**src/include/tmp_defs.svh**
```systemverilog
// timer control block: register offsets, field positions, reset values
// assumes inclusion by bare name from the design files
`ifndef TMP_DEFS_SVH
`define TMP_DEFS_SVH

// register offsets on the 3-bit byte port
`define TMP_ADDR_CNT_HI 3'h0
`define TMP_ADDR_CNT_LO 3'h1
`define TMP_ADDR_RLD_HI 3'h2
`define TMP_ADDR_RLD_LO 3'h3
`define TMP_ADDR_PWM_HI 3'h4
`define TMP_ADDR_PWM_LO 3'h5
`define TMP_ADDR_CTL0 3'h6
`define TMP_ADDR_CTL1 3'h7

// timer_control_zero fields
`define TMP_C0_MODE_TOP 7
`define TMP_C0_TICFG_HI 6
`define TMP_C0_TICFG_LO 5
`define TMP_C0_DBAND_HI 3
`define TMP_C0_DBAND_LO 1
`define TMP_C0_INPCAP 0
`define TMP_C0_WMASK 8'hEE

// timer_control_one fields
`define TMP_C1_TEN 7
`define TMP_C1_POL 6
`define TMP_C1_PRESCALE_SELECT_HI 5
`define TMP_C1_PRESCALE_SELECT_LO 3
`define TMP_C1_MODE_HI 2
`define TMP_C1_MODE_LO 0

// reset values and the reload landing point
`define TMP_RST_CNT 16'h0001
`define TMP_RST_RLD 16'hFFFF
`define TMP_RST_RLD_HOLD 8'hFF
`define TMP_RST_PWM 16'h0000
`define TMP_RST_CTL 8'h00
`define TMP_RELOAD_VAL 16'h0001

`endif

```
**src/include/tmp_pkg.sv**
```systemverilog
// timer control block: shared types
// assumes nothing beyond a SystemVerilog compiler
package tmp_pkg;

  // operating mode codes, top bit from timer_control_zero
  typedef enum logic [3:0] {
    TMP_ONE_SHOT = 4'h0,
    TMP_CONTINUOUS = 4'h1,
    TMP_COUNTER = 4'h2,
    TMP_PWM_SINGLE = 4'h3,
    TMP_CAPTURE = 4'h4,
    TMP_COMPARE = 4'h5,
    TMP_GATED = 4'h6,
    TMP_CAP_CMP = 4'h7,
    TMP_PWM_DUAL = 4'h8,
    TMP_CAP_RESTART = 4'h9,
    TMP_CMP_COUNTER = 4'hA
  } tmp_mode_e;

  // run control, one-hot
  typedef enum logic [2:0] {
    TMP_ST_OFF = 3'b001,
    TMP_ST_ARM = 3'b010,
    TMP_ST_RUN = 3'b100
  } tmp_state_e;

endpackage : tmp_pkg

```
**src/include/tmp_dband_if.sv**
```systemverilog
// timer control block: carrier between control logic and dead-band delay
// assumes both ends run on the same clock
`timescale 1ns/100ps
interface tmp_dband_if;
  logic [1:0] raw;
  logic act_lvl;
  logic [2:0] dly_code;
  logic bypass;
  logic [1:0] dout;

  modport ctrl (output raw, output act_lvl, output dly_code, output bypass, input dout);
  modport dband (input raw, input act_lvl, input dly_code, input bypass, output dout);
endinterface : tmp_dband_if

```
**src/core/tmp_deadband.sv**
```systemverilog
// timer control block: dead-band delay for output and complement
// assumes raw levels come from flip-flops on i_clk
`timescale 1ns/100ps
module tmp_deadband #(
  parameter int DLY_W = 8
) (
  input wire logic i_clk,
  input wire logic i_rst,
  tmp_dband_if.dband db
);

  ////////////////////////////////////////////////////////////////////////////
  // delay length: code 0 none, otherwise two to the code
  logic [DLY_W-1:0] dly;
  assign dly = (db.dly_code == 3'h0) ? '0 : DLY_W'(9'h001 << db.dly_code);

  ////////////////////////////////////////////////////////////////////////////
  // one delay stage per output; only moves to the active level wait
  genvar gi;
  generate
    for (gi = 0; gi < 2; gi++)
    begin : g_ch
      localparam logic RST_LVL = (gi == 0) ? 1'b0 : 1'b1;
      logic [DLY_W-1:0] cnt_r;
      logic out_r;
      always_ff @(posedge i_clk or posedge i_rst)
      begin
        if (i_rst)
        begin
          cnt_r <= '0;
          out_r <= RST_LVL;
        end
        else if (db.bypass || (db.raw[gi] != db.act_lvl))
        begin
          cnt_r <= '0; // inactive moves pass at once
          out_r <= db.raw[gi];
        end
        else if (cnt_r >= dly)
          out_r <= db.act_lvl;
        else
          cnt_r <= cnt_r + 1'b1;
      end
      assign db.dout[gi] = out_r;
    end
  endgenerate

endmodule : tmp_deadband

```
**src/core/tmp_timer.sv**
```systemverilog
// timer control block: mode decode, polarity, prescaler, capture, dead band
// assumes a byte register port on i_clk and an asynchronous timer input pin
//
// The placing of the registers and the address-and-strobe port were decided locally.
`timescale 1ns/100ps
`include "tmp_defs.svh"

module tmp_timer (
  input wire logic i_clk,
  input wire logic i_rst,
  input wire logic [2:0] i_addr,
  input wire logic [7:0] i_wdata,
  input wire logic i_wr,
  input wire logic i_rd,
  output logic [7:0] o_rdata,
  input wire logic i_timer_in,
  output logic o_timer_out_pin,
  output logic o_timer_out_comp,
  output logic o_timer_evt
);

  ////////////////////////////////////////////////////////////////////////////
  // registers
  logic [15:0] cnt_r;
  logic [15:0] cnt_nxt;
  logic [15:0] rld_r;
  logic [7:0] rld_hold_r;
  logic [15:0] pwm_r;
  logic [7:0] ctl0_r;
  logic [7:0] ctl0_nxt;
  logic [7:0] ctl1_r;
  logic [7:0] ctl1_nxt;
  logic [6:0] pre_r;
  logic out_raw_r;
  logic out_raw_nxt;
  logic evt_r;
  logic [7:0] rdata_r;
  logic pin_r;
  logic comp_r;
  logic in_s1_r;
  logic in_s2_r;
  logic in_d_r;
  tmp_pkg::tmp_state_e st_r;
  tmp_pkg::tmp_state_e st_nxt;

  tmp_dband_if dbif ();

  ////////////////////////////////////////////////////////////////////////////
  // control field decode
  wire ten = ctl1_r[`TMP_C1_TEN];
  wire pol = ctl1_r[`TMP_C1_POL];
  wire [2:0] prescale_select = ctl1_r[`TMP_C1_PRESCALE_SELECT_HI:`TMP_C1_PRESCALE_SELECT_LO];
  wire [1:0] ticfg = ctl0_r[`TMP_C0_TICFG_HI:`TMP_C0_TICFG_LO];
  wire [2:0] dband = ctl0_r[`TMP_C0_DBAND_HI:`TMP_C0_DBAND_LO];
  wire [3:0] mode_code = {ctl0_r[`TMP_C0_MODE_TOP], ctl1_r[`TMP_C1_MODE_HI:`TMP_C1_MODE_LO]};
  tmp_pkg::tmp_mode_e mode;
  assign mode = tmp_pkg::tmp_mode_e'(mode_code);

  // mode classes; reserved codes fall in none of them and stay idle
  wire m_toggle = (mode == tmp_pkg::TMP_ONE_SHOT) || (mode == tmp_pkg::TMP_CONTINUOUS) ||
                  (mode == tmp_pkg::TMP_COUNTER) || (mode == tmp_pkg::TMP_COMPARE) ||
                  (mode == tmp_pkg::TMP_CMP_COUNTER);
  wire m_pwm1 = (mode == tmp_pkg::TMP_PWM_SINGLE);
  wire m_pwm2 = (mode == tmp_pkg::TMP_PWM_DUAL);
  wire m_pwm = m_pwm1 || m_pwm2;
  wire m_cap = (mode == tmp_pkg::TMP_CAPTURE) || (mode == tmp_pkg::TMP_CAP_RESTART);
  wire m_capcmp = (mode == tmp_pkg::TMP_CAP_CMP);
  wire m_gated = (mode == tmp_pkg::TMP_GATED);
  wire m_edge_cnt = (mode == tmp_pkg::TMP_COUNTER) || (mode == tmp_pkg::TMP_CMP_COUNTER);

  ////////////////////////////////////////////////////////////////////////////
  // timer input: two-stage synchroniser, then a history flop for edges
  always_ff @(posedge i_clk or posedge i_rst)
  begin
    if (i_rst)
    begin
      in_s1_r <= 1'b0;
      in_s2_r <= 1'b0;
      in_d_r <= 1'b0;
    end
    else
    begin
      in_s1_r <= i_timer_in;
      in_s2_r <= in_s1_r;
      in_d_r <= in_s2_r;
    end
  end

  // polarity picks which edge counts as the selected one
  wire in_rise = in_s2_r && !in_d_r;
  wire in_fall = !in_s2_r && in_d_r;
  wire sel_edge = pol ? in_fall : in_rise;
  wire deassert_edge = pol ? in_rise : in_fall;
  wire in_active = in_s2_r ^ pol;

  ////////////////////////////////////////////////////////////////////////////
  // prescaler: tick when the low code bits of the divider are all ones
  wire [7:0] pre_one = 8'h01 << prescale_select;
  wire [6:0] pre_mask = pre_one[6:0] - 7'h01; // code 7 wraps to all ones
  wire tick = ten && ((pre_r & pre_mask) == pre_mask);

  always_ff @(posedge i_clk or posedge i_rst)
  begin
    if (i_rst)
      pre_r <= 7'h00;
    else if (!ten)
      pre_r <= 7'h00;
    else
      pre_r <= pre_r + 7'h01;
  end

  ////////////////////////////////////////////////////////////////////////////
  // run control: capture/compare waits for its first edge before counting
  always_comb
  begin
    st_nxt = st_r;
    case (st_r)
      tmp_pkg::TMP_ST_OFF:
        if (ten)
          st_nxt = m_capcmp ? tmp_pkg::TMP_ST_ARM : tmp_pkg::TMP_ST_RUN;
      tmp_pkg::TMP_ST_ARM:
        if (!ten)
          st_nxt = tmp_pkg::TMP_ST_OFF;
        else if (sel_edge)
          st_nxt = tmp_pkg::TMP_ST_RUN;
      tmp_pkg::TMP_ST_RUN:
        if (!ten)
          st_nxt = tmp_pkg::TMP_ST_OFF;
      default:
        st_nxt = tmp_pkg::TMP_ST_OFF;
    endcase
  end

  always_ff @(posedge i_clk or posedge i_rst)
  begin
    if (i_rst)
      st_r <= tmp_pkg::TMP_ST_OFF;
    else
      st_r <= st_nxt;
  end

  wire running = ten && (st_r == tmp_pkg::TMP_ST_RUN);

  ////////////////////////////////////////////////////////////////////////////
  // counting step and timer events
  wire step_tick = m_toggle && !m_edge_cnt || m_pwm || m_cap || m_capcmp;
  wire cnt_step = running && ((step_tick && tick) || (m_edge_cnt && sel_edge) ||
                              (m_gated && tick && in_active));
  wire reload_hit = cnt_step && (cnt_r == rld_r);
  wire pwm_hit = cnt_step && m_pwm && (cnt_r == pwm_r);
  wire cap_evt = running && sel_edge && (m_cap || m_capcmp);
  wire gate_evt = running && m_gated && deassert_edge;
  wire inp_evt = cap_evt || gate_evt;
  wire rc_evt = reload_hit || pwm_hit;
  // interrupt configuration filters which events leave the block
  wire evt_any = !ticfg[1] ? (inp_evt || rc_evt) : (ticfg[0] ? rc_evt : inp_evt);
  wire oneshot_done = reload_hit && (mode == tmp_pkg::TMP_ONE_SHOT);
  wire restart = cap_evt && (mode == tmp_pkg::TMP_CAP_RESTART);

  ////////////////////////////////////////////////////////////////////////////
  // register port decode
  wire wr_cnt_hi = i_wr && (i_addr == `TMP_ADDR_CNT_HI);
  wire wr_cnt_lo = i_wr && (i_addr == `TMP_ADDR_CNT_LO);
  wire wr_rld_hi = i_wr && (i_addr == `TMP_ADDR_RLD_HI);
  wire wr_rld_lo = i_wr && (i_addr == `TMP_ADDR_RLD_LO);
  wire wr_pwm_hi = i_wr && (i_addr == `TMP_ADDR_PWM_HI);
  wire wr_pwm_lo = i_wr && (i_addr == `TMP_ADDR_PWM_LO);
  wire wr_ctl0 = i_wr && (i_addr == `TMP_ADDR_CTL0);
  wire wr_ctl1 = i_wr && (i_addr == `TMP_ADDR_CTL1);

  // counter: a software write lands on the next edge and wins over counting
  always_comb
  begin
    cnt_nxt = cnt_r;
    if (reload_hit || restart)
      cnt_nxt = `TMP_RELOAD_VAL;
    else if (cnt_step)
      cnt_nxt = cnt_r + 16'h0001;
    if (wr_cnt_hi)
      cnt_nxt[15:8] = i_wdata;
    if (wr_cnt_lo)
      cnt_nxt[7:0] = i_wdata;
  end

  // control: one-shot drops its own enable; input-capture flag set wins
  always_comb
  begin
    ctl0_nxt = ctl0_r;
    ctl1_nxt = ctl1_r;
    if (oneshot_done)
      ctl1_nxt[`TMP_C1_TEN] = 1'b0;
    if (wr_ctl1)
      ctl1_nxt = i_wdata;
    if (wr_ctl0)
      ctl0_nxt = i_wdata & `TMP_C0_WMASK;
    if (evt_any)
      ctl0_nxt[`TMP_C0_INPCAP] = inp_evt;
  end

  always_ff @(posedge i_clk or posedge i_rst)
  begin
    if (i_rst)
    begin
      cnt_r <= `TMP_RST_CNT;
      ctl0_r <= `TMP_RST_CTL;
      ctl1_r <= `TMP_RST_CTL;
    end
    else
    begin
      cnt_r <= cnt_nxt;
      ctl0_r <= ctl0_nxt;
      ctl1_r <= ctl1_nxt;
    end
  end

  // reload pair updates as one word through the holding byte
  always_ff @(posedge i_clk or posedge i_rst)
  begin
    if (i_rst)
    begin
      rld_r <= `TMP_RST_RLD;
      rld_hold_r <= `TMP_RST_RLD_HOLD;
    end
    else
    begin
      if (wr_rld_hi)
        rld_hold_r <= i_wdata;
      if (wr_rld_lo)
        rld_r <= {rld_hold_r, i_wdata};
    end
  end

  // pulse-width pair; a capture overrides a same-cycle write
  always_ff @(posedge i_clk or posedge i_rst)
  begin
    if (i_rst)
      pwm_r <= `TMP_RST_PWM;
    else if (cap_evt)
      pwm_r <= cnt_r;
    else
    begin
      if (wr_pwm_hi)
        pwm_r[15:8] <= i_wdata;
      if (wr_pwm_lo)
        pwm_r[7:0] <= i_wdata;
    end
  end

  ////////////////////////////////////////////////////////////////////////////
  // read mux, data one cycle after the strobe
  logic [7:0] rd_mux;
  always_comb
  begin
    case (i_addr)
      `TMP_ADDR_CNT_HI: rd_mux = cnt_r[15:8];
      `TMP_ADDR_CNT_LO: rd_mux = cnt_r[7:0];
      `TMP_ADDR_RLD_HI: rd_mux = rld_r[15:8];
      `TMP_ADDR_RLD_LO: rd_mux = rld_r[7:0];
      `TMP_ADDR_PWM_HI: rd_mux = pwm_r[15:8];
      `TMP_ADDR_PWM_LO: rd_mux = pwm_r[7:0];
      `TMP_ADDR_CTL0: rd_mux = ctl0_r;
      `TMP_ADDR_CTL1: rd_mux = ctl1_r;
      default: rd_mux = 8'h00;
    endcase
  end

  always_ff @(posedge i_clk or posedge i_rst)
  begin
    if (i_rst)
      rdata_r <= 8'h00;
    else if (i_rd)
      rdata_r <= rd_mux;
    else
      rdata_r <= 8'h00; // data stands only in the cycle after the strobe
  end

  ////////////////////////////////////////////////////////////////////////////
  // raw timer output; enabled updates act only on events, so a polarity
  // change while running waits for the next match or reload
  always_comb
  begin
    out_raw_nxt = out_raw_r;
    if (!ten)
      out_raw_nxt = pol;
    else if (m_toggle && reload_hit)
      out_raw_nxt = !out_raw_r;
    else if (m_pwm && reload_hit)
      out_raw_nxt = pol;
    else if (m_pwm && pwm_hit)
      out_raw_nxt = !pol;
  end

  always_ff @(posedge i_clk or posedge i_rst)
  begin
    if (i_rst)
    begin
      out_raw_r <= 1'b0;
      evt_r <= 1'b0;
    end
    else
    begin
      out_raw_r <= out_raw_nxt;
      evt_r <= evt_any;
    end
  end

  ////////////////////////////////////////////////////////////////////////////
  // dead band applies only in dual mode while enabled; complement is the
  // inverse of the raw output so both share one decision
  assign dbif.raw = {!out_raw_r, out_raw_r};
  assign dbif.act_lvl = !pol;
  assign dbif.dly_code = dband;
  assign dbif.bypass = !(m_pwm2 && ten);

  tmp_deadband #(
    .DLY_W(8)
  ) u_dband (
    .i_clk(i_clk),
    .i_rst(i_rst),
    .db(dbif.dband)
  );

  ////////////////////////////////////////////////////////////////////////////
  // pin registers; costs one cycle but keeps pins glitch free
  always_ff @(posedge i_clk or posedge i_rst)
  begin
    if (i_rst)
    begin
      pin_r <= 1'b0;
      comp_r <= 1'b1;
    end
    else
    begin
      pin_r <= dbif.dout[0];
      comp_r <= dbif.dout[1];
    end
  end

  assign o_timer_out_pin = pin_r;
  assign o_timer_out_comp = comp_r;
  assign o_timer_evt = evt_r;
  assign o_rdata = rdata_r;

endmodule : tmp_timer

```
**config.mk**
```make
export PLATFORM = sky130hd
export DESIGN_NAME = tmp_timer
export DESIGN_NICKNAME = d
export VERILOG_FILES = /design/src/include/tmp_pkg.sv /design/src/include/tmp_dband_if.sv /design/src/core/tmp_deadband.sv /design/src/core/tmp_timer.sv
export VERILOG_INCLUDE_DIRS = /design/src /design/src/include
export SDC_FILE = /design/constraint.sdc
export NUM_CORES = 1
export LEC_CHECK = 0
export ABC_AREA = 1
export ABC_CLOCK_PERIOD_IN_PS = 4440
export BUFFER_PORTS_ARGS = -buffer_cell sky130_fd_sc_hd__clkbuf_2
export CORE_MARGIN = 1
export CORE_UTILIZATION = 49
export CTS_CLUSTER_SIZE = 20
export DETAILED_ROUTE_END_ITERATION = 7
export HOLD_SLACK_MARGIN = 0.15
export PLACE_DENSITY_LB_ADDON = 0.05
export RECOVER_POWER = 100
export SYNTH_ARGS = -nofsm -noshare
export SYNTH_HDL_FRONTEND = slang
export SYNTH_SLANG_ARGS = --single-unit
```
**constraint.sdc**
```tcl
create_clock -name i_clk -period 4.44 [get_ports i_clk]
set_input_delay 0.444 -clock i_clk [delete_from_list [all_inputs] [get_ports i_clk]]
set_output_delay 0.444 -clock i_clk [all_outputs]
set_load 0.05 [all_outputs]
```
==> summary.md, run 1 <==
| Metric | Value |
|---|---|
| Outcome | finished with violations |
| Failing checks | capacitance limit, slew limit |
| Crit-path leading delay family | simple AND/OR/NAND/NOR gates |
| Dpl ws | 2.01 ns |
| Initial DRC Count | 675 |
| Num Clock Sinks | 114 |
| Post-synthesis simple-gate area fraction | 0.286 |
| Placed Area | 7220 sq um |
| Adder-Cell Fraction of Synth Area | 0.0342 |
| Post-CTS Resized | 0 |
| Slew @ Worst Pin | 2.86 ns |
| Worst setup EP type | register |
| Syn nets | 946 |
| Antenna violations before repair | 0 |
| Final hold vios | 0 |
| Commonest non-fill, non-tap cell in the layout | nand2_1 |
| Routed WL | 21100 microns |
| Crit path largest cell delay | 0.54 ns |
| Setup_tns | 0 ns |
| Slowest cell on crit path | o21bai_1 |
| Fill count | 1346 |
| Grt peak-use layer | met2 |
| Worst EP required | 4.74 ns |
| Count of cell types in the netlist | 52 |
| Core Rows | 43 |
| Routed Antenna Nets | 0 |
| Starting Density | 0.501 |
| Met3 usage | 0.0695 |
| Vias per Instance | 5.69 |
| Area of the die | 14700 sq um |
| CTS H-tree depth | 4 |
| PD cells | 535 nW/um^2 |
| Relative slew slack | -0.917 |
| CP max FO | 9 |
| Setup violations, final | 0 |
| CP Class | reg2reg |
| Synth warn | 0 |
| Primary FF master, synth | dfrtp_1 |
| Min-Delay Path Class | in2reg |
| Die X | 121 microns |
| Congestion Overflow GR | 0 |
| RSZ-0062 raised after global routing | false |
| Largest net degree at the start of global routing | 64 |
| Mapped cell area | 6950 sq um |
| Initial DRT Pass Iterations | 5 |
| I/O pins | 27 |
| Post-Synth XOR/XNOR Area | 0.0315 |
| Wire per inst | 18.7 microns |
| Seq cells post-synth | 114 |
| Post-Syn Instances | 911 |
| Fmax | 0.317 GHz |
| Post-synthesis mux area share | 0.00324 |
| Avg Cell Area, Syn | 7.63 sq um |
| Skew-Pair Late Insertion Delay | 0.42 ns |
| DP HPWL | 15500 microns |
| Static Leakage | 3.58 nW |
| CP Launch Type | register |
| Vias in the first global route | 6153 |
| Nets | 972 |
| Die height | 121 microns |
| Gpl congestion | 0.960 |
| Main combinational cell family by area after synthesis | simple AND/OR/NAND/NOR gates |
| TritonCTS clock tree | built |
| CP bufs+invs | 2 |
| Vias | 6434 |
| Post-synthesis sequential area ratio | 0.415 |
| Antenna cell count | 0 |
| CTS root buf | clkbuf_16 |
| Fin crit share | 0.711 |
| Core area | 13900 sq um |
| Final Max Tran Viols | 64 |
| Arr. time, crit path | 3.46 ns |
| Total track usage | 0.307 |
| IO buf count | 26 |
| Num CTS Buffers | 17 |
| Synth async-reset ratio | 1.00 |
| Period minus WS final | 3.16 ns |
| Commonest non-fill, non-tap cells in the layout | nand2_1 (243), inv_1 (101), dfrtp_1 (86), nor2_1 (81), o21ai_0 (69) |
| Peak VDD IR | 0.000317 V |
| CTS Buffer Depth | 2 |
| First-pass GRT wire length | 33600 microns |
| Max-cap violation count | 1 |
| Compound-Gate Fraction of Synth Area | 0.146 |
| Cell area after layout | 7790 sq um |
| CP most frequent cell | nand2_1 |
| Grt met1 use | 0.392 |
| Ratio of cells with drive above 1 in the final layout | 0.115 |
| Clk slew on worst S/H paths | 0.05 ns |
| EDFF count, synth | 0 |
| PnR worst setup slack | 1.28 ns |
| Clock Skews | 0.00844 ns |
| CP cell instances | nor2_1, nand2_1, ha_1, inv_1, nand2_1, nand3_1, nor2_1, nand3_2, o21bai_1, nand2_1, nand2_8, nor2_1, nand2_8, inv_6, nand2_1, nand2_1 |
| Area Overhead vs Synth | 12.1% |
| Remaining DRCs | 0 |
| Met2 Usage GRT | 0.492 |
worst register-to-register path, delay by kind of cell, from the launching register on:
family                   cells  cell delay, ns
flip-flops                   1            0.46
AO/OA/AOI/OAI                1            0.54
buffers and inverters        2            0.11
adder cells (fa/ha/maj)      1            0.29
AND/OR/NAND/NOR             12            1.65
metrics by stage:
step                       util  instances  hold WS [ns]  power [mW]
after floorplan               -        911         0.331        2.33
after global placement    0.520       1097         0.344        2.63
after detailed placement  0.520       1097         0.338        2.65
after CTS                 0.568       1130         0.209        4.18
after global routing      0.561       1130         0.280        4.40
final                     0.561       1130         0.256        4.17
state kept, by name, indices dropped and copies added, names as in the netlist, 2 cells and up:
register	cells
cnt_r	16
pre_r	7
u_dband.g_ch.cnt_r	16
u_dband.g_ch.out_r	2
ctl0_r	7
o_rdata	8
st_r	3
rld_hold_r	8
ctl1_r	8
pwm_r	16
rld_r	16
cell usage after synthesis (2+ instances only):
master	number	area share
nand3_1	51	0.037
nor3b_1	2	0.0022
o211ai_1	12	0.013
mux2_2	2	0.0032
a21oi_1	31	0.022
a22oi_1	4	0.0043
nor3_1	21	0.015
dfrtp_1	86	0.31
inv_6	2	0.0025
nor2_1	77	0.042
nor2_4	5	0.0081
o21a_1	2	0.0022
nand2_8	3	0.0086
clkinv_1	2	0.0011
o22ai_1	17	0.015
nor2_8	2	0.0058
or2_2	2	0.0018
nand4_1	20	0.018
ha_1	19	0.034
nand2_1	242	0.13
o21ai_1	10	0.0072
xor2_1	12	0.015
buf_2	10	0.0072
xnor2_1	13	0.016
dfstp_2	28	0.11
nor3_4	2	0.0047
a31o_2	2	0.0025
inv_1	101	0.055
o221ai_1	2	0.0025
a31oi_1	11	0.0099
a221oi_1	8	0.010
inv_2	13	0.0070
clkbuf_1	9	0.0049
clkbuf_2	2	0.0014
o21ai_0	68	0.049
nand3_2	2	0.0029
kinds of logic (layout without fill, tap and decap cells):
family / Yosys count / after routing
AOI/OAI and AO/OA: 172 / 172
xor gates and xnor gates: 25 / 25
adders and majority gates: 19 / 19
buffers and inverters: 142 / 181
DFF: 114 / 114
muxes: 2 / 2
and+or+nand+nor: 437 / 437
report_power, final:
group	total, mW	switching (mW)	internal [mW]
Combinational	1.05	0.684	0.363
Sequential	1.60	0.309	1.29
Clock	1.52	0.482	1.04
Total	4.17	1.48	2.69
final cells by class:
class	instances	area [sq um]	share of cell area
Clock inverter	10	179	0.0230
Tap cell	180	225	0.0289
Multi-Input combinational cell	655	3410	0.438
Sequential cell	114	2890	0.371
Timing Repair Buffer	30	144	0.0185
Inverter	119	472	0.0605
Clock buffer	22	474	0.0609
worst paths after layout:
kind / startpoint / to / slack [ns] / cells after the start
worst min register to register: in_s1_r$_DFF_PP0_ / in_s2_r$_DFF_PP0_ / 0.36 / 0
worst max-delay path: ctl1_r[4]$_DFFE_PP0P_ / cnt_r[8]$_DFFE_PP0P_ / 1.28 / 16
worst max register to register: ctl1_r[4]$_DFFE_PP0P_ / cnt_r[8]$_DFFE_PP0P_ / 1.28 / 16
min in group asynchronous: i_rst / cnt_r[8]$_DFFE_PP0P_ / 0.83 / 2
worst min-delay path: i_wdata[5] / ctl1_r[5]$_DFFE_PP0P_ / 0.26 / 3
max in group asynchronous: i_rst / pwm_r[1]$_DFFE_PP0P_ / 1.63 / 3
per-layer routing:
layer / wire [microns] / part of all wire / vias up
met5: 0 / 0 / -
met4: 844 / 0.040 / 0
met3: 1290 / 0.061 / 56
met2: 9950 / 0.47 / 240
met1: 9020 / 0.43 / 3064
li1: - / - / 3074
timing repair:
action | in CTS | in global routing
endpoints found under the hold margin | 1 | 0
setup buffers | 0 | 0
hold buffers | 1 | 0
Note: power is estimated with default switching activity, not from simulation.
==> run 2, diff against run 1 <==
--- a/config.mk
+++ b/config.mk
@@ -7,7 +7,7 @@
 export NUM_CORES = 1
 export LEC_CHECK = 0
 export ABC_AREA = 1
-export ABC_CLOCK_PERIOD_IN_PS = 4440
+export ABC_CLOCK_PERIOD_IN_PS = 2800
 export BUFFER_PORTS_ARGS = -buffer_cell sky130_fd_sc_hd__clkbuf_2
 export CORE_MARGIN = 1
 export CORE_UTILIZATION = 49
==> constraint.sdc (replaced) <==
create_clock -name i_clk -period 2.8 [get_ports i_clk]
set_input_delay 0.28 -clock i_clk [delete_from_list [all_inputs] [get_ports i_clk]]
set_output_delay 0.28 -clock i_clk [all_outputs]
set_load 0.05 [all_outputs]
==> run 2 against run 1 <==
Against the previous run: the flow now finishes without violations; clock-buffer cell count did not move; hold slack lost 0.080 ns; clock skew fell by 0.0027 ns; sequential cell count stayed put; die area stayed put; cell area increased by 1.3%; via count decreased by 0.48%; first-iteration DRC count fell by 27%; total power grew 53%; final cell count up 1.5%; largest cell class unchanged; clock power is 42% higher; largest power group unchanged.
==> summary.md, run 2 (synthesis results as in run 1) <==
| Metric | Value |
|---|---|
| Outcome | completed |
| PD cells | 808 nW/um^2 |
| Relative slew slack | 0.108 |
| Wire per inst | 18.1 microns |
| Vias | 6403 |
| Dpl ws | 0.391 ns |
| CP max FO | 9 |
| Area Overhead vs Synth | 13.5% |
| RSZ-0062 raised after global routing | false |
| Met3 WL | 1320 microns |
| Commonest non-fill, non-tap cells in the layout | nand2_1 (242), inv_1 (103), dfrtp_1 (86), nor2_1 (78), o21ai_0 (69) |
| CTS H-tree depth | 4 |
| CP Launch Type | register |
| Crit path from | ctl1_r[5]$_DFFE_PP0P_ |
| Fmax | 0.407 GHz |
| HP Start | i_wdata[4] |
| TritonCTS clock tree | built |
| Routed WL | 20800 microns |
| Fin crit share | 0.877 |
| Worst setup EP type | register |
| Placed Area | 7320 sq um |
| Vias in the first global route | 6200 |
| Setup violations, final | 0 |
| Num Clock Sinks | 114 |
| Clk slew on worst S/H paths | 0.05 ns |
| R2R Setup Slk | 0.35 ns |
| Gpl congestion | 0.931 |
| Commonest non-fill, non-tap cell in the layout | nand2_1 |
| Core area | 13900 sq um |
| DR top layer | met4 |
| Arr. time, crit path | 2.76 ns |
| Min-Delay Path Class | in2reg |
| First-pass GRT wire length | 32900 microns |
| Total track usage | 0.304 |
| Largest net degree at the start of global routing | 61 |
| I/O pins | 27 |
| Num CTS Buffers | 17 |
| Period minus WS final | 2.45 ns |
| Nets | 989 |
| Post-CTS Setup Bufs | 0 |
| CP Class | reg2reg |
| Die X | 121 microns |
| WL met1 | 8840 microns |
| Initial DRT Pass Iterations | 5 |
| Congestion Overflow GR | 0 |
| DP HPWL | 15500 microns |
| Remaining DRCs | 0 |
| Ratio of cells with drive above 1 in the final layout | 0.124 |
| Starting Density | 0.501 |
| Antenna violations before repair | 0 |
| Core Rows | 43 |
| Setup_tns | 0 ns |
| Clock Skews | 0.00577 ns |
| Peak VDD IR | 0.000480 V |
| IO buf count | 26 |
| PnR worst setup slack | 0.345 ns |
| Routed Antenna Nets | 0 |
| Reg-to-Reg Start | ctl1_r[5]$_DFFE_PP0P_ |
| Worst EP required | 3.10 ns |
| CTS Buffer Depth | 2 |
| Initial DRC Count | 496 |
| Placed cells | 1108 |
| Slew @ Worst Pin | 1.33 ns |
| Final hold vios | 0 |
| Vias per Instance | 5.58 |
| Final Max Tran Viols | 0 |
| Skew-Pair Late Insertion Delay | 0.42 ns |
| Cell area after layout | 7900 sq um |
| Area of the die | 14700 sq um |
| Max-cap violation count | 0 |
| Die height | 121 microns |
| CTS root buf | clkbuf_16 |
| WL met2 | 9630 microns |
| Static Leakage | 3.63 nW |
| Antenna cell count | 0 |
| Non-Filler Instances | 1147 |
-- run 2: changes by cell type in the layout (fill, tap and decap cells not counted), sizes merged --
| cell | change |
|---|---|
| dlygate4sd3 | +6 |
| bufinv | -3 |
| clkbuf | +8 |
| clkinvlp | +3 |
| buf | +3 |
-- run 2: final timing paths --
check                                                  endpoint  cells past startpoint
min                                       ctl1_r[4]$_DFFE_PP0P_                      3
max in group asynchronous                 ctl1_r[1]$_DFFE_PP0P_                      4
max                                       cnt_r[10]$_DFFE_PP0P_                     16
min reg2reg                          o_timer_out_comp$_DFF_PP1_                      0
min in group asynchronous  u_dband.g_ch[0].cnt_r[0]$_DFFE_PP0P_                      3
max reg2reg                               cnt_r[10]$_DFFE_PP0P_                     16
-- run 2: what timing repair did --
action	in CTS	in global routing
hold endpoints to repair	23	0
hold buffers	7	0
resized for setup	0	0
-- run 2: routing by layer --
metal,global-route usage,up-vias
met5,0,-
met4,0.172,0
met3,0.0794,56
met2,0.474,210
met1,0.382,3032
li1,-,3105
-- run 2: critical path, stage by stage (launching register included) --
cell and delay (ns):
dfrtp_1 0.46, inv_1 0.17, nand2_1 0.10, ha_1 0.29
inv_1 0.05, nand2_1 0.05, nand3_1 0.07, nor2_1 0.16
nand3_2 0.10, o21bai_4 0.29, nand2_4 0.12, nand2_8 0.12
nor2_2 0.09, nand2_8 0.11, inv_6 0.05, nand2_1 0.05
nand2_1 0.06
-- run 2: power breakdown --
part	switching, mW	total (mW)	internal [mW]
sequential	0.464	2.52	2.05
clock	0.768	2.16	1.39
combinational	1.10	1.71	0.605
-- run 2: per-stage QoR --
stage	total power, mW	hold WS [ns]	utilization
after floorplan	3.69	0.311	-
after global placement	4.20	0.346	0.527
after detailed placement	4.23	0.346	0.527
after CTS	6.43	0.160	0.575
after global routing	6.74	0.193	0.569
final	6.38	0.176	0.569
-- run 2: area by class of cell --
| type | instances | area, sq um |
|---|---|---|
| inverters | 119 | 472 |
| clock inverters | 10 | 108 |
| flip-flops and latches | 114 | 2890 |
| repair buffers | 47 | 262 |
| clock buffers | 22 | 484 |
| multi-input cells | 655 | 3460 |
| well taps | 180 | 225 |
| fillers | 1339 | 5980 |
